===== config.mk =====
export PLATFORM = sky130hd
export DESIGN_NAME = lbcb_exec
export DESIGN_NICKNAME = d
export VERILOG_FILES = /design/src/pkg/lbcb_pkg.sv /design/src/hw/lbcb_cond.sv /design/src/hw/lbcb_exec.sv /design/src/hw/lbcb_swap.sv
export SDC_FILE = /design/constraint.sdc
export NUM_CORES = 1
export LEC_CHECK = 0
export ABC_AREA = 1
export BUFFER_PORTS_ARGS = -buffer_cell sky130_fd_sc_hd__buf_2
export CAP_MARGIN = 30
export CORE_ASPECT_RATIO = 1.25
export CORE_MARGIN = 4
export CORE_UTILIZATION = 40
export CTS_BUF_LIST = sky130_fd_sc_hd__clkbuf_2
export CTS_CLUSTER_SIZE = 10
export DETAILED_ROUTE_END_ITERATION = 10
export GPL_TIMING_DRIVEN = 0
export PLACE_DENSITY = 0.66
export SLEW_MARGIN = 20
export SYNTH_ARGS = -nofsm -noshare
export SYNTH_HDL_FRONTEND = slang
export SYNTH_SLANG_ARGS = --single-unit

===== constraint.sdc =====
create_clock -name clk -period 19.17 [get_ports clk]
set_input_delay 3.834 -clock clk [delete_from_list [all_inputs] [get_ports clk]]
set_output_delay 3.834 -clock clk [all_outputs]
set_load 0.03 [all_outputs]

===== src/pkg/lbcb_pkg.sv =====
/*
 Constants, opcode fields and state type for the instruction execution slice.
 Assumes a 32-bit APB register window and a 16-bit data memory port.
*/
package lbcb_pkg;
	// ==========================================
	// Register window (byte addresses)
	localparam logic [7:0] ADDR_PSW = 8'h00; // Status word
	localparam logic [7:0] ADDR_CALL_TABLE_BASE_POINTER = 8'h04; // Table base pointer
	localparam logic [7:0] ADDR_CALL_TABLE_RETURN_PC = 8'h08; // Saved return address
	localparam logic [7:0] ADDR_CALL_TABLE_SAVED_STATUS = 8'h0C; // Saved status word
	localparam logic [7:0] ADDR_PC = 8'h10; // Last produced PC
	localparam logic [7:0] ADDR_STAT = 8'h14; // Busy and suspended
	// ==========================================
	// Status word bit positions
	localparam int PSW_Z = 0;
	localparam int PSW_S = 1;
	localparam int PSW_OV = 2;
	localparam int PSW_CY = 3;
	localparam int PSW_SAT = 4;
	localparam int PSW_W = 5;
	// ==========================================
	// Reset values
	localparam logic [4:0] PSW_RST = 5'h00;
	localparam logic [31:0] WORD_RST = 32'h00000000;
	// Return address step of the call
	localparam logic [31:0] RET_STEP = 32'h00000002;
	// ==========================================
	// Opcode fields
	localparam logic [5:0] OP_AND = 6'h0A; // Low bits 10:5
	localparam logic [5:0] OP_AND_WITH_IMMEDIATE = 6'h36; // Low bits 10:5
	localparam logic [3:0] OP_BCOND = 4'hB; // Low bits 10:7
	localparam logic [9:0] OP_TABLE_LOOKUP_CALL = 10'h008; // Low bits 15:6
	localparam logic [1:0] OP_CLRI_TOP = 2'h2; // Low bits 15:14
	localparam logic [5:0] OP_CLRI = 6'h3E; // Low bits 10:5
	localparam logic [5:0] OP_EXT = 6'h3F; // Low bits 10:5
	localparam logic [15:0] EXT_CLRR = 16'h00E4; // High halfword
	localparam logic [10:0] EXT_BSH = 11'h342; // High bits 10:0
	localparam logic [10:0] EXT_BSW = 11'h340; // High bits 10:0
	localparam logic [5:0] EXT_CMOVR = 6'h19; // High bits 10:5
	localparam logic [5:0] EXT_CMOVI = 6'h18; // High bits 10:5
	// ==========================================
	// Condition codes
	localparam logic [3:0] CC_V = 4'h0;
	localparam logic [3:0] CC_C = 4'h1;
	localparam logic [3:0] CC_Z = 4'h2;
	localparam logic [3:0] CC_NH = 4'h3;
	localparam logic [3:0] CC_N = 4'h4;
	localparam logic [3:0] CC_T = 4'h5;
	localparam logic [3:0] CC_LT = 4'h6;
	localparam logic [3:0] CC_LE = 4'h7;
	localparam logic [3:0] CC_NV = 4'h8;
	localparam logic [3:0] CC_NC = 4'h9;
	localparam logic [3:0] CC_NZ = 4'hA;
	localparam logic [3:0] CC_H = 4'hB;
	localparam logic [3:0] CC_P = 4'hC;
	localparam logic [3:0] CC_SA = 4'hD;
	localparam logic [3:0] CC_GE = 4'hE;
	localparam logic [3:0] CC_GT = 4'hF;
	// ==========================================
	// Sequencer states
	typedef enum logic [2:0] {ST_IDLE, ST_CTLOAD, ST_CTSUSP, ST_BCREAD, ST_BCWRITE} lbcb_state_e;
endpackage


===== src/hw/lbcb_cond.sv =====
/*
 Condition evaluator shared by branch and conditional move.
 Assumes flags come from the status word register of the same clock.
*/
`timescale 1ns/100ps
module lbcb_cond (
	input wire logic [3:0] cond,
	input wire logic [lbcb_pkg::PSW_W-1:0] program_status_word,
	output logic hold
);
	import lbcb_pkg::*;
	logic sx; // Sign xor overflow
	// ==========================================
	// Code to flag mapping
	always_comb begin
		sx = program_status_word[PSW_S] ^ program_status_word[PSW_OV];
		case (cond)
			CC_GE: hold = ~sx;
			CC_LT: hold = sx;
			CC_GT: hold = ~(sx | program_status_word[PSW_Z]);
			CC_LE: hold = sx | program_status_word[PSW_Z];
			CC_C: hold = program_status_word[PSW_CY];
			CC_NC: hold = ~program_status_word[PSW_CY];
			CC_H: hold = ~(program_status_word[PSW_CY] | program_status_word[PSW_Z]);
			CC_NH: hold = program_status_word[PSW_CY] | program_status_word[PSW_Z];
			CC_Z: hold = program_status_word[PSW_Z];
			CC_NZ: hold = ~program_status_word[PSW_Z];
			CC_N: hold = program_status_word[PSW_S];
			CC_P: hold = ~program_status_word[PSW_S];
			CC_V: hold = program_status_word[PSW_OV];
			CC_NV: hold = ~program_status_word[PSW_OV];
			CC_SA: hold = program_status_word[PSW_SAT];
			CC_T: hold = 1'b1;
			default: hold = 1'b1;
		endcase
	end
endmodule


===== src/hw/lbcb_exec.sv =====
/*
 Execution slice for AND forms, conditional branch, byte swaps, table call,
 memory bit clear and conditional move, with an APB register window.
 Assumes register values arrive with the instruction and memory answers on
 the same clock by a one-cycle ack.
*/
// Function
// - Register AND into second operand, flags
// - Immediate AND zero-extended, same flags
// - Branch target is own address plus displacement
// - Branch tests flags, never changes them
// - Signed codes use sign xor overflow
// - Unsigned codes use carry and zero
// - Remaining codes: zero, sign, overflow, saturation, always
// - Halfword swap with lower-half carry and zero, sign from bit 31
// - Word swap reverses bytes, word flags
// - Call saves return address and status
// - Call loads table entry, jumps base plus entry
// - Interrupt may suspend call after memory cycle
// - Immediate bit clear at register plus displacement
// - Register bit clear, bit from operand
// - Bit clear sets zero from old bit
// - Register conditional move picks source or operand
// - Immediate conditional move picks immediate or operand
`timescale 1ns/100ps
module lbcb_exec (
	input wire logic clk,
	input wire logic rst,
	input wire logic clkEn,
	input wire logic psel,
	input wire logic penable,
	input wire logic pwrite,
	input wire logic [7:0] paddr,
	input wire logic [31:0] pwdata,
	output logic [31:0] prdata,
	output logic pready,
	output logic pslverr,
	input wire logic issueValid,
	output logic issueReady,
	input wire logic [31:0] instrWord,
	input wire logic [31:0] instrPc,
	input wire logic [31:0] srcAVal,
	input wire logic [31:0] srcBVal,
	output logic wbValid,
	output logic [4:0] wbIndex,
	output logic [31:0] wbData,
	output logic pcValid,
	output logic [31:0] nextPc,
	output logic memReq,
	output logic memWrite,
	output logic memByte,
	output logic [31:0] memAddr,
	output logic [15:0] memWdata,
	input wire logic memAck,
	input wire logic [15:0] memRdata,
	input wire logic irqPend,
	input wire logic irqResume,
	output logic suspended
);
	import lbcb_pkg::*;
	// ==========================================
	// State
	lbcb_state_e state_q, state_d; // Sequencer
	logic [PSW_W-1:0] psw_q, psw_d; // Status word
	logic [31:0] call_table_base_pointer_q, call_table_base_pointer_d; // Table base
	logic [31:0] call_table_return_pc_q, call_table_return_pc_d; // Saved return address
	logic [PSW_W-1:0] call_table_saved_status_q, call_table_saved_status_d; // Saved status
	logic [2:0] bitSel_q, bitSel_d; // Bit to clear
	logic [15:0] entry_q, entry_d; // Loaded table entry
	logic issueReady_q, issueReady_d;
	logic suspended_q, suspended_d; // Call parked by an interrupt
	logic wbValid_q, wbValid_d;
	logic [4:0] wbIndex_q, wbIndex_d;
	logic [31:0] wbData_q, wbData_d;
	logic pcValid_q, pcValid_d;
	logic [31:0] nextPc_q, nextPc_d;
	logic memReq_q, memReq_d;
	logic memWrite_q, memWrite_d;
	logic memByte_q, memByte_d;
	logic [31:0] memAddr_q, memAddr_d;
	logic [15:0] memWdata_q, memWdata_d;
	logic [31:0] prdata_q, prdata_d;
	logic pready_q, pready_d;
	logic pslverr_q, pslverr_d;
	// ==========================================
	// Decode
	logic [15:0] lo, hi; // Instruction halfwords
	logic accept; // Instruction taken this edge
	logic isAnd, isAndi, isBcond, isCallt, isClrI, isClrR;
	logic isExt, isBsh, isBsw, isCmovR, isCmovI;
	logic [3:0] condSel; // Condition field in use
	logic condHold; // Condition result
	logic [31:0] swapRes; // Byte swap result
	logic swapCy, swapZ, swapS;
	logic [31:0] andRes; // AND result
	logic [7:0] oldByte; // Byte read for bit clear
	logic apbAcc, apbWr; // Access phase, write commit

	assign lo = instrWord[15:0];
	assign hi = instrWord[31:16];
	assign accept = issueValid & issueReady_q;
	assign isAnd = (lo[10:5] == OP_AND);
	assign isAndi = (lo[10:5] == OP_AND_WITH_IMMEDIATE);
	assign isBcond = (lo[10:7] == OP_BCOND);
	assign isCallt = (lo[15:6] == OP_TABLE_LOOKUP_CALL);
	assign isClrI = (lo[15:14] == OP_CLRI_TOP) && (lo[10:5] == OP_CLRI);
	assign isExt = (lo[10:5] == OP_EXT);
	assign isClrR = isExt && (hi == EXT_CLRR);
	assign isBsh = isExt && (lo[4:0] == 5'h00) && (hi[10:0] == EXT_BSH);
	assign isBsw = isExt && (lo[4:0] == 5'h00) && (hi[10:0] == EXT_BSW);
	assign isCmovR = isExt && (hi[10:5] == EXT_CMOVR) && !hi[0];
	assign isCmovI = isExt && (hi[10:5] == EXT_CMOVI) && !hi[0];
	// One evaluator for both users
	assign condSel = isBcond ? lo[3:0] : hi[4:1];
	assign andRes = isAndi ? (srcAVal & {16'h0000, hi}) : (srcBVal & srcAVal);
	assign oldByte = memRdata[7:0];
	assign apbAcc = psel & penable;
	assign apbWr = apbAcc & pready_q & pwrite;

	lbcb_cond uCond (
		.cond(condSel),
		.program_status_word(psw_q),
		.hold(condHold)
	);

	lbcb_swap uSwap (
		.src(srcBVal),
		.wordMode(isBsw),
		.result(swapRes),
		.carry(swapCy),
		.zero(swapZ),
		.sign(swapS)
	);
	// ==========================================
	// Next state
	always_comb begin
		state_d = state_q;
		psw_d = psw_q;
		call_table_base_pointer_d = call_table_base_pointer_q;
		call_table_return_pc_d = call_table_return_pc_q;
		call_table_saved_status_d = call_table_saved_status_q;
		bitSel_d = bitSel_q;
		entry_d = entry_q;
		wbValid_d = 1'b0;
		wbIndex_d = wbIndex_q;
		wbData_d = wbData_q;
		pcValid_d = 1'b0;
		nextPc_d = nextPc_q;
		memReq_d = memReq_q;
		memWrite_d = memWrite_q;
		memByte_d = memByte_q;
		memAddr_d = memAddr_q;
		memWdata_d = memWdata_q;
		// Register window writes, instructions override below
		if (apbWr) begin
			case (paddr)
				ADDR_PSW: psw_d = pwdata[PSW_W-1:0];
				ADDR_CALL_TABLE_BASE_POINTER: call_table_base_pointer_d = pwdata;
				ADDR_CALL_TABLE_RETURN_PC: call_table_return_pc_d = pwdata;
				ADDR_CALL_TABLE_SAVED_STATUS: call_table_saved_status_d = pwdata[PSW_W-1:0];
				default: ;
			endcase
		end
		case (state_q)
			ST_IDLE: begin
				if (accept) begin
					if (isAnd || isAndi) begin
						wbValid_d = 1'b1;
						wbIndex_d = lo[15:11];
						wbData_d = andRes;
						psw_d[PSW_OV] = 1'b0;
						psw_d[PSW_S] = andRes[31];
						psw_d[PSW_Z] = (andRes == WORD_RST);
					end else if (isBcond) begin
						pcValid_d = 1'b1;
						if (condHold) begin
							nextPc_d = instrPc + {{23{lo[15]}}, lo[15:11], lo[6:4], 1'b0};
						end else begin
							nextPc_d = instrPc + RET_STEP;
						end
					end else if (isCallt) begin
						call_table_return_pc_d = instrPc + RET_STEP;
						call_table_saved_status_d = psw_q;
						memReq_d = 1'b1;
						memWrite_d = 1'b0;
						memByte_d = 1'b0;
						memAddr_d = call_table_base_pointer_q + {25'h0000000, lo[5:0], 1'b0};
						state_d = ST_CTLOAD;
					end else if (isClrI || isClrR) begin
						memReq_d = 1'b1;
						memWrite_d = 1'b0;
						memByte_d = 1'b1;
						if (isClrI) begin
							memAddr_d = srcAVal + {{16{hi[15]}}, hi};
							bitSel_d = lo[13:11];
						end else begin
							memAddr_d = srcAVal;
							bitSel_d = srcBVal[2:0];
						end
						state_d = ST_BCREAD;
					end else if (isBsh || isBsw) begin
						wbValid_d = 1'b1;
						wbIndex_d = hi[15:11];
						wbData_d = swapRes;
						psw_d[PSW_CY] = swapCy;
						psw_d[PSW_OV] = 1'b0;
						psw_d[PSW_S] = swapS;
						psw_d[PSW_Z] = swapZ;
					end else if (isCmovR || isCmovI) begin
						wbValid_d = 1'b1;
						wbIndex_d = hi[15:11];
						if (!condHold) begin
							wbData_d = srcBVal;
						end else if (isCmovR) begin
							wbData_d = srcAVal;
						end else begin
							wbData_d = {{27{lo[4]}}, lo[4:0]};
						end
					end
				end
			end
			ST_CTLOAD: begin
				// Table entry read; a pending interrupt parks after it
				if (memAck) begin
					memReq_d = 1'b0;
					entry_d = memRdata;
					if (irqPend) begin
						state_d = ST_CTSUSP;
					end else begin
						pcValid_d = 1'b1;
						nextPc_d = call_table_base_pointer_q + {16'h0000, memRdata};
						state_d = ST_IDLE;
					end
				end
			end
			ST_CTSUSP: begin
				// Resume the jump once the interrupt returns
				if (irqResume) begin
					pcValid_d = 1'b1;
					nextPc_d = call_table_base_pointer_q + {16'h0000, entry_q};
					state_d = ST_IDLE;
				end
			end
			ST_BCREAD: begin
				// Read byte, clear the bit, schedule the write back
				if (memAck) begin
					psw_d[PSW_Z] = ~oldByte[bitSel_q];
					memWrite_d = 1'b1;
					memWdata_d = {8'h00, oldByte & ~(8'h01 << bitSel_q)};
					state_d = ST_BCWRITE;
				end
			end
			ST_BCWRITE: begin
				// Same address, hold until accepted
				if (memAck) begin
					memReq_d = 1'b0;
					memWrite_d = 1'b0;
					state_d = ST_IDLE;
				end
			end
			default: state_d = ST_IDLE;
		endcase
		issueReady_d = (state_d == ST_IDLE);
		suspended_d = (state_d == ST_CTSUSP);
	end
	// ==========================================
	// APB answer, one wait cycle
	always_comb begin
		pready_d = apbAcc & ~pready_q;
		prdata_d = prdata_q;
		pslverr_d = 1'b0;
		if (pready_d) begin
			case (paddr)
				ADDR_PSW: prdata_d = {27'h0000000, psw_q};
				ADDR_CALL_TABLE_BASE_POINTER: prdata_d = call_table_base_pointer_q;
				ADDR_CALL_TABLE_RETURN_PC: prdata_d = call_table_return_pc_q;
				ADDR_CALL_TABLE_SAVED_STATUS: prdata_d = {27'h0000000, call_table_saved_status_q};
				ADDR_PC: prdata_d = nextPc_q;
				ADDR_STAT: prdata_d = {30'h00000000, suspended_q, ~issueReady_q};
				default: begin
					prdata_d = WORD_RST;
					pslverr_d = 1'b1;
				end
			endcase
		end
	end
	// ==========================================
	// Registers
	always_ff @(posedge clk or posedge rst) begin
		if (rst) begin
			state_q <= ST_IDLE;
			psw_q <= PSW_RST;
			call_table_base_pointer_q <= WORD_RST;
			call_table_return_pc_q <= WORD_RST;
			call_table_saved_status_q <= PSW_RST;
			bitSel_q <= 3'h0;
			entry_q <= 16'h0000;
			issueReady_q <= 1'b0;
			suspended_q <= 1'b0;
			wbValid_q <= 1'b0;
			wbIndex_q <= 5'h00;
			wbData_q <= WORD_RST;
			pcValid_q <= 1'b0;
			nextPc_q <= WORD_RST;
			memReq_q <= 1'b0;
			memWrite_q <= 1'b0;
			memByte_q <= 1'b0;
			memAddr_q <= WORD_RST;
			memWdata_q <= 16'h0000;
			prdata_q <= WORD_RST;
			pready_q <= 1'b0;
			pslverr_q <= 1'b0;
		end else if (clkEn) begin
			state_q <= state_d;
			psw_q <= psw_d;
			call_table_base_pointer_q <= call_table_base_pointer_d;
			call_table_return_pc_q <= call_table_return_pc_d;
			call_table_saved_status_q <= call_table_saved_status_d;
			bitSel_q <= bitSel_d;
			entry_q <= entry_d;
			issueReady_q <= issueReady_d;
			suspended_q <= suspended_d;
			wbValid_q <= wbValid_d;
			wbIndex_q <= wbIndex_d;
			wbData_q <= wbData_d;
			pcValid_q <= pcValid_d;
			nextPc_q <= nextPc_d;
			memReq_q <= memReq_d;
			memWrite_q <= memWrite_d;
			memByte_q <= memByte_d;
			memAddr_q <= memAddr_d;
			memWdata_q <= memWdata_d;
			prdata_q <= prdata_d;
			pready_q <= pready_d;
			pslverr_q <= pslverr_d;
		end
	end
	// Outputs straight from flops
	assign suspended = suspended_q;
	assign issueReady = issueReady_q;
	assign wbValid = wbValid_q;
	assign wbIndex = wbIndex_q;
	assign wbData = wbData_q;
	assign pcValid = pcValid_q;
	assign nextPc = nextPc_q;
	assign memReq = memReq_q;
	assign memWrite = memWrite_q;
	assign memByte = memByte_q;
	assign memAddr = memAddr_q;
	assign memWdata = memWdata_q;
	assign prdata = prdata_q;
	assign pready = pready_q;
	assign pslverr = pslverr_q;
	// ==========================================
	// Checks
	logic idleAcc; // Accepted and clock enabled
	assign idleAcc = accept & clkEn & (state_q == ST_IDLE);
	andResult_a: assert property (@(posedge clk) disable iff (rst)
		idleAcc && isAnd |=> wbValid_q && wbData_q == $past(srcAVal & srcBVal)
		&& !psw_q[PSW_OV] && psw_q[PSW_Z] == (wbData_q == 32'h00000000))
		else $error("register AND result or flags wrong");
	andiZext_a: assert property (@(posedge clk) disable iff (rst)
		idleAcc && isAndi |=> wbData_q == ($past(srcAVal) & {16'h0000, $past(hi)})
		&& psw_q[PSW_S] == wbData_q[31])
		else $error("immediate AND result wrong");
	branchTaken_a: assert property (@(posedge clk) disable iff (rst)
		idleAcc && isBcond && condHold && lo[15:11] == 5'h00 && lo[6:4] == 3'h0
		|=> pcValid_q && nextPc_q == $past(instrPc))
		else $error("zero displacement branch not to itself");
	branchFlags_a: assert property (@(posedge clk) disable iff (rst)
		idleAcc && isBcond && !apbWr |=> psw_q == $past(psw_q)
		&& ($past(condHold) || nextPc_q == $past(instrPc) + 32'h00000002))
		else $error("branch changed flags or bad fall through");
	swapFlags_a: assert property (@(posedge clk) disable iff (rst)
		idleAcc && isBsh |=> wbData_q[15:0] == {$past(srcBVal[7:0]), $past(srcBVal[15:8])}
		&& psw_q[PSW_Z] == (wbData_q[15:0] == 16'h0000) && !psw_q[PSW_OV])
		else $error("halfword swap wrong");
	calltSave_a: assert property (@(posedge clk) disable iff (rst)
		idleAcc && isCallt |=> call_table_return_pc_q == $past(instrPc) + 32'h00000002
		&& call_table_saved_status_q == $past(psw_q) && memReq_q && memAddr_q[0] == 1'b0)
		else $error("call did not save return state");
	calltJump_a: assert property (@(posedge clk) disable iff (rst)
		clkEn && state_q == ST_CTLOAD && memAck && !irqPend
		|=> pcValid_q && nextPc_q == call_table_base_pointer_q + {16'h0000, $past(memRdata)})
		else $error("call target wrong");
	calltPark_a: assert property (@(posedge clk) disable iff (rst)
		clkEn && state_q == ST_CTLOAD && memAck && irqPend
		|=> suspended && !pcValid_q && !memReq_q)
		else $error("call not parked after memory cycle");
	bitClrZero_a: assert property (@(posedge clk) disable iff (rst)
		clkEn && state_q == ST_BCREAD && memAck |=> psw_q[PSW_Z] == !$past(oldByte[bitSel_q])
		&& memWrite_q && memWdata_q[bitSel_q] == 1'b0)
		else $error("bit clear zero flag or data wrong");
	apbWait_a: assert property (@(posedge clk) disable iff (rst)
		clkEn && apbAcc && !pready_q |=> pready_q ##1 !pready_q)
		else $error("APB ready not one cycle");
endmodule


===== src/hw/lbcb_swap.sv =====
/*
 Byte swap datapath with its flag results.
 Assumes the caller picks halfword or word mode from the decoded opcode.
*/
`timescale 1ns/100ps
module lbcb_swap (
	input wire logic [31:0] src,
	input wire logic wordMode,
	output logic [31:0] result,
	output logic carry,
	output logic zero,
	output logic sign
);
	logic [3:0] byteZero; // Per byte zero test
	// ==========================================
	// Reorder bytes
	always_comb begin
		if (wordMode) begin
			result = {src[7:0], src[15:8], src[23:16], src[31:24]};
		end else begin
			result = {src[23:16], src[31:24], src[7:0], src[15:8]};
		end
	end
	// Zero test of each result byte
	genvar g;
	for (g = 0; g < 4; g++) begin : gByte
		assign byteZero[g] = (result[8*g +: 8] == 8'h00);
	end
	// ==========================================
	// Flags: carry and zero from lower half in halfword mode, whole word otherwise; sign from bit 31
	assign carry = wordMode ? (|byteZero) : (|byteZero[1:0]);
	assign zero = wordMode ? (&byteZero) : (&byteZero[1:0]);
	assign sign = result[31];
endmodule


# Word-level counts from Yosys, hierarchy flattened

Cells that the tools add are included.

$add $sub $neg: 6
$lt $le $gt $ge: 1
Eq/ne operators: 51
Shift operators: 1
Multiplexer cells: 104
Bitwise gates (word level): 25
Reductions and logical operators: 46

Operators with widths:

| operator                                               | number |
|---|---|
| two-way mux 32 bit                                     | 27 |
| case mux 32 bit (6 select lines)                       | 1 |
| case mux 32 bit (3 select lines)                       | 1 |
| two-way mux 5 bit                                      | 13 |
| adder 32 x 16 -> 32 bit                                | 2 |
| adder 32 bit                                           | 2 |
| logical NOT 8 bit                                      | 5 |
| equality test 4 bit (second input constant)            | 9 |
| two-way mux 3 bit                                      | 12 |
| two-way mux 1 bit                                      | 34 |
| adder 32 x 2 -> 32 bit (second input constant)         | 1 |
| adder 32 x 7 -> 32 bit                                 | 1 |
| bitwise AND 32 x 16 -> 32 bit                          | 1 |
| bitwise AND 32 bit                                     | 1 |
| logical NOT 32 bit                                     | 1 |
| two-way mux 4 bit                                      | 8 |
| equality test 11 x 10 -> 1 bit (second input constant) | 2 |
| AND reduction 7 bit                                    | 3 |
| inequality test 2 bit (second input constant)          | 10 |
| equality test 6 bit (second input constant)            | 3 |
| equality test 16 x 8 -> 1 bit (second input constant)  | 1 |
| equality test 4 x 3 -> 1 bit (second input constant)   | 4 |
| equality test 8 x 4 -> 1 bit (second input constant)   | 2 |
| equality test 8 x 5 -> 1 bit (second input constant)   | 2 |
| other kinds (42)                                       | 88 |

Register bits after elaboration: 246
Output and inout port bits: 158
Logic and storage cells: 257

# Longest topological paths before layout

Word-level depth: 14
Depth in mapped cells: 23

# Hierarchy

A second synthesis with hierarchy kept.

Cells, all modules: 3868
Area total of the unflattened synthesis: 23114.7 sq um

Modules (own cells, without submodules):

| module    | instances | cells an instance | area an instance (sq um) | seq. area each (sq um) |
|---|---|---|---|---|
| lbcb_exec | 1         | 3690              | 22356.4                  | 6155.9 |
| lbcb_swap | 1         | 147               | 624.3                    | 0.0 |
| lbcb_cond | 1         | 31                | 133.9                    | 0.0 |

# Worst setup path after synthesis

No wires, ideal clock.

Path type: input to register
From: input port memRdata[0]
To: register nextPc_q[30], in the netlist nextPc[30]
Setup time: 130 ps
Arrival time: 5822 ps
Data required time: 19040 ps
Setup slack: 13219 ps
Stages: 19
Cell sequence: inv_1 -> o21ai_0 -> ha_1 -> fa_1 -> nand2_1 -> o21ai_1 -> nand3_1 -> nand3_1 -> nand2_1 -> nand2_1 -> nand2_1 -> nand2_1 -> nand2_1 -> nor2_1 -> nand3_1 -> nand3_1 -> nand2_1 -> nand2_1 -> o21ai_1

Longest elaborated chain between the ends: 4

RTL lines:

| item                             | line             | source |
|---|---|---|
| from (decl)                      | lbcb_exec.sv:55  | `input wire logic [15:0] memRdata,` |
| adder 32 x 16 -> 32 bit          | lbcb_exec.sv:231 | `nextPc_d = call_table_base_pointer_q + {16'h0000, memRdata};` |
| two-way mux 32 bit               | lbcb_exec.sv:227 | `if (irqPend) begin` |
| two-way mux 32 bit               | lbcb_exec.sv:224 | `if (memAck) begin` |
| case mux 32 bit (3 select lines) | lbcb_exec.sv:164 | `case (state_q)` |
| to (signal assigned)             | lbcb_exec.sv:327 | `nextPc_q <= nextPc_d;` |
| to (decl)                        | lbcb_exec.sv:76  | `logic [31:0] nextPc_q, nextPc_d;` |

Every way passes these cells. The select of a mux whose other input is x is not followed.
A chain may end at the register's enable or synchronous reset.

# Final worst setup path

From: input port instrWord[5]
To: register wbData_q[26], in the netlist wbData[26]

Longest elaborated chain between the ends: 11
Elaborated cells between the ends (all ways): 32
Classes of those cells: eq/ne (7); mux (10); reduce/logical (15)

RTL lines:

| item                           | line             | source |
|---|---|---|
| from (decl)                    | lbcb_exec.sv:40  | `input wire logic [31:0] instrWord,` |
| equality test 6 bit            | lbcb_exec.sv:107 | `assign isExt = (lo[10:5] == OP_EXT);` |
| logical AND 1 bit (2 in a row) | lbcb_exec.sv:111 | `assign isCmovR = isExt && (hi[10:5] == EXT_CMOVR) && !hi[0];` |
| two-way mux 32 bit             | lbcb_exec.sv:214 | `end else if (isCmovR) begin` |
| two-way mux 32 bit             | lbcb_exec.sv:212 | `if (!condHold) begin` |
| two-way mux 32 bit             | lbcb_exec.sv:209 | `end else if (isCmovR \|\| isCmovI) begin` |
| two-way mux 32 bit             | lbcb_exec.sv:201 | `end else if (isBsh \|\| isBsw) begin` |
| two-way mux 32 bit             | lbcb_exec.sv:189 | `end else if (isClrI \|\| isClrR) begin` |
| two-way mux 32 bit             | lbcb_exec.sv:181 | `end else if (isCallt) begin` |
| two-way mux 32 bit             | lbcb_exec.sv:174 | `end else if (isBcond) begin` |
| two-way mux 32 bit             | lbcb_exec.sv:167 | `if (isAnd \|\| isAndi) begin` |
| to (signal assigned)           | lbcb_exec.sv:325 | `wbData_q <= wbData_d;` |
| to (decl)                      | lbcb_exec.sv:74  | `logic [31:0] wbData_q, wbData_d;` |

Several ways; a longest one is shown, not always the timed one. The select of a mux whose other input is x is not followed.

==> results.py <==
metrics = {
    "detailed_routing": {
        "dr.first_iter.drc_count": 3255,
        "wl_microns": 107000,
        "routed.top_layer": "met4",
        "met1Wirelength_microns": 39700,
        "vias_per_cell": 5.72,
        "drt_pass1_iterations": 8,
        "vias": 25800,
        "route.met3.wl_microns": 8870,
        "drtAntennaViolNets": 0,
        "drc_errors": 0,
        "dr_wl_met2_microns": 49000,
        "drt-wirelength-per-cell_microns": 23.6,
    },
    "timing": {
        "grt_setup_unrepaired": "no",
        "fin_crit_ps": 6510,
        "fin_clk_skew_ps": 126,
        "max_clock_freq_mhz": 154,
        "setup-violations-final": 0,
        "worst-slew-pin-transition_ps": 1020,
        "tns_ps": 0,
        "fin_hold_ws_ps": 480,
        "fin_ws_ps": 12660,
        "relSlewSlack_pct": 31.7,
        "final_max_slew_viol_count": 0,
        "final-hold-violation-count": 0,
        "timing.final.crit_share_pct": 34.0,
    },
    "finish": {
        "mostFrequentLayoutCells": "863 x sky130_fd_sc_hd__nand2_1, 410 x sky130_fd_sc_hd__inv_1, 386 x sky130_fd_sc_hd__o21ai_0",
        "layout_commonest_cell": "sky130_fd_sc_hd__nand2_1",
        "drive_above_1_share_pct": 13.5,
        "nFillCells": 5814,
        "final_nets": 4074,
        "stdcell_count": 4518,
        "final_core_utilization_pct": 46.7,
        "finish.instance_area_sq_mm": 0.0246,
        "syn_to_final_growth_pct": 15.5,
    },
    "die": {
        "core_region_area_sq_mm": 0.0527,
        "die-width_microns": 214,
        "die-height_microns": 266,
        "ios": 352,
        "dieArea_sq_mm": 0.0570,
        "placement_rows": 94,
        "initial_utilization_pct": 40.4,
    },
    "clocking": {
        "cts.clk_slew.worst_paths_ps": 90,
        "master_cell_of_the_clock_root_buffer": "sky130_fd_sc_hd__clkbuf_2",
        "cts_resized": 0,
        "htree_levels": 3,
        "max-clock-path-buffers": 3,
        "cts_num_sinks": 246,
        "postCtsSetupRepairBufs": 0,
        "tritoncts": "done",
        "worstSkewPairLatency_ps": 1090,
        "cts_inserted_buffers": 67,
        "cts.hold.buffers_added": 0,
    },
    "pwr": {
        "power_density_mw_per_mm2": 73.8,
        "switching_power_mw": 0.851,
        "finalPower_mw": 1.82,
        "worst_ir_drop_vdd_mv": 0.0609,
        "clkPwrFrac_pct": 23.1,
        "p_seq_share_pct": 36.7,
        "switching_share_pct": 46.8,
        "cellInternalPower_mw": 0.965,
        "power.share.combinational_pct": 40.2,
        "power.leakage_nw": 13.0,
    },
    "grt": {
        "grt-ovfl-total": 0,
        "first_global_vias": 24600,
        "antenna_found_initial": 2,
        "global_route_wire_length_before_repair_microns": 154000,
        "grt_max_degree": 105,
        "grt.total_usage_pct": 35.9,
    },
    "yosys": {
        "synthArstFlopShare_pct": 100,
        "syn_area_sq_mm": 0.0213,
        "ys_warn_count": 0,
        "postSynthRegisterBits": 246,
        "synth_sequential_area_ratio_pct": 28.9,
        "synth_cells": 3370,
        "dominantRegCellSynth": "sky130_fd_sc_hd__dfrtp_1",
        "postSynthAreaPerCell_sq_um": 6.32,
        "synth-edff-count": 0,
        "yosys.cell_types.count": 59,
    },
    "place": {
        "worst_setup_slack_before_clock_tree_synthesis_ps": 11730,
        "dpl-instance-area_sq_mm": 0.0240,
        "place.gp.congestion": 1.04,
        "place.detailed.hpwl_microns": 87600,
        "portBuffers": 343,
        "place_inst": 4395,
    },
    "setup_path": {
        "path_buf_inv": 5,
        "cp_slowest_cell": "sky130_fd_sc_hd__nand2_1",
        "worstSetupStartpointType": "input port",
        "worstPathCellList": "buf_2 -> inv_1 -> nand2_1 -> nor2_1 -> nand3_1 -> nand2_1 -> inv_2 -> nand2_1 -> inv_1 -> o41ai_1 -> nand2_1 -> clkbuf_1 -> nor2_1 -> a21oi_1",
        "worstPathMaxFanout": 10,
        "critical_path_required_ps": 20090,
        "worst_ep_arrival_time_ps": 7430,
        "worst_setup_path_end_kind": "flip-flop",
        "kind_of_cell_adding_the_most_delay_to_the_critical_path": "simple AND/OR/NAND/NOR gates",
        "critical-path-top-cell-by-count": "sky130_fd_sc_hd__nand2_1",
        "critical_path_max_stage_delay_ps": 760,
        "timing.setup.critical_path_class": "in2reg",
    },
    "min_path": {
        "hold_path.class": "reg2reg",
    },
    "outcome": {
        "result_of_the_run": "completed",
    },
    "run": {
        "cap_violations": 0,
    },
}
-- per-layer routing --
metal / up-vias / track usage [%]
li1: 12100 / -
met1: 11900 / 41.9
met2: 1501 / 60.1
met3: 364 / 6.18
met4: 0 / 25.7
met5: - / 0
-- cells by family (layout without fill, tap and decap cells) --
logic type,Yosys count,after routing,share of synthesized area (%)
AOI/OAI and AO/OA,838,838,21.9
muxes,4,4,0.194
other,1,10,0.0176
xor gates and xnor gates,79,79,3.25
and+or+nand+nor,1552,1552,30.1
adders and majority gates,88,88,5.31
DFF,246,246,28.9
buffers and inverters,562,1029,10.3
-- area by class of cell --
| type | count | area (sq um) | share of cell area [%] |
|---|---|---|---|
| plain buffers | 135 | 597 | 2.42 |
| diodes | 2 | 5.00 | 0.0203 |
| inverters | 427 | 1610 | 6.54 |
| clock buffers | 93 | 465 | 1.89 |
| well taps | 672 | 841 | 3.42 |
| multi-input cells | 2569 | 13000 | 52.7 |
| clock inverters | 28 | 179 | 0.727 |
| flip-flops and latches | 246 | 6160 | 25.0 |
| repair buffers | 346 | 1780 | 7.24 |
-- Yosys cell counts, types with 22 or more instances --
library cell | count | area [sq um]
sky130_fd_sc_hd__nand2_1 | 863 | 3240
sky130_fd_sc_hd__a21oi_1 | 226 | 1130
sky130_fd_sc_hd__nand3_1 | 206 | 1030
sky130_fd_sc_hd__inv_1 | 411 | 1540
sky130_fd_sc_hd__xnor2_1 | 22 | 193
sky130_fd_sc_hd__o21ai_0 | 386 | 1930
sky130_fd_sc_hd__xor2_1 | 57 | 499
sky130_fd_sc_hd__o22ai_1 | 29 | 181
sky130_fd_sc_hd__dfrtp_1 | 246 | 6160
sky130_fd_sc_hd__nand4_1 | 50 | 313
sky130_fd_sc_hd__o211ai_1 | 37 | 278
sky130_fd_sc_hd__clkbuf_1 | 96 | 360
sky130_fd_sc_hd__nor2_1 | 356 | 1340
sky130_fd_sc_hd__nor3_1 | 31 | 155
sky130_fd_sc_hd__ha_1 | 84 | 1050
sky130_fd_sc_hd__a31oi_1 | 56 | 350
-- sequential cells by signal, summed over array words and instances, names as in the netlist, 3 cells and up --
signal                     cells
memWdata                       8
bitSel_q                       3
call_table_return_pc_q        32
memAddr                       32
prdata                        32
wbData                        32
call_table_base_pointer_q     32
call_table_saved_status_q      5
psw_q                          5
state_q                        3
nextPc                        32
wbIndex                        5
entry_q                       16
-- power groups by stage --
| stage | logic, mW | registers (mW) | clock network (mW) |
|---|---|---|---|
| 2_1_floorplan | 0.343 | 0.757 | 0 |
| 3_3_place_gp | 0.708 | 0.671 | 0 |
| 3_5_place_dp | 0.715 | 0.670 | 0 |
| 4_1_cts | 0.717 | 0.661 | 0.424 |
| 5_1_grt | 0.784 | 0.672 | 0.449 |
| 6_report | 0.730 | 0.666 | 0.420 |
-- worst register-to-register path: cells and delay by family, from the launching register on --
family	cells	cell delay, ps
buffers and inverters	1	420
AO/OA/AOI/OAI	3	560
flip-flops	1	430
adder cells (fa/ha/maj)	2	450
AND/OR/NAND/NOR	16	2470
-- worst paths after layout --
path	from	to	slack (ps)	cells after the start
min reg2reg	memAddr[24]$_DFFE_PP0P_	memAddr[24]$_DFFE_PP0P_	480	2
min	memAddr[24]$_DFFE_PP0P_	memAddr[24]$_DFFE_PP0P_	480	2
max	instrWord[5]	wbData[26]$_DFFE_PP0P_	12660	14
min in group asynchronous	rst	wbData[7]$_DFFE_PP0P_	2830	2
max reg2reg	state_q[0]$_DFFE_PP0P_	nextPc[30]$_DFFE_PP0P_	14740	22
max in group asynchronous	rst	prdata[24]$_DFFE_PP0P_	14890	4
(Power assumes the default switching activity.)
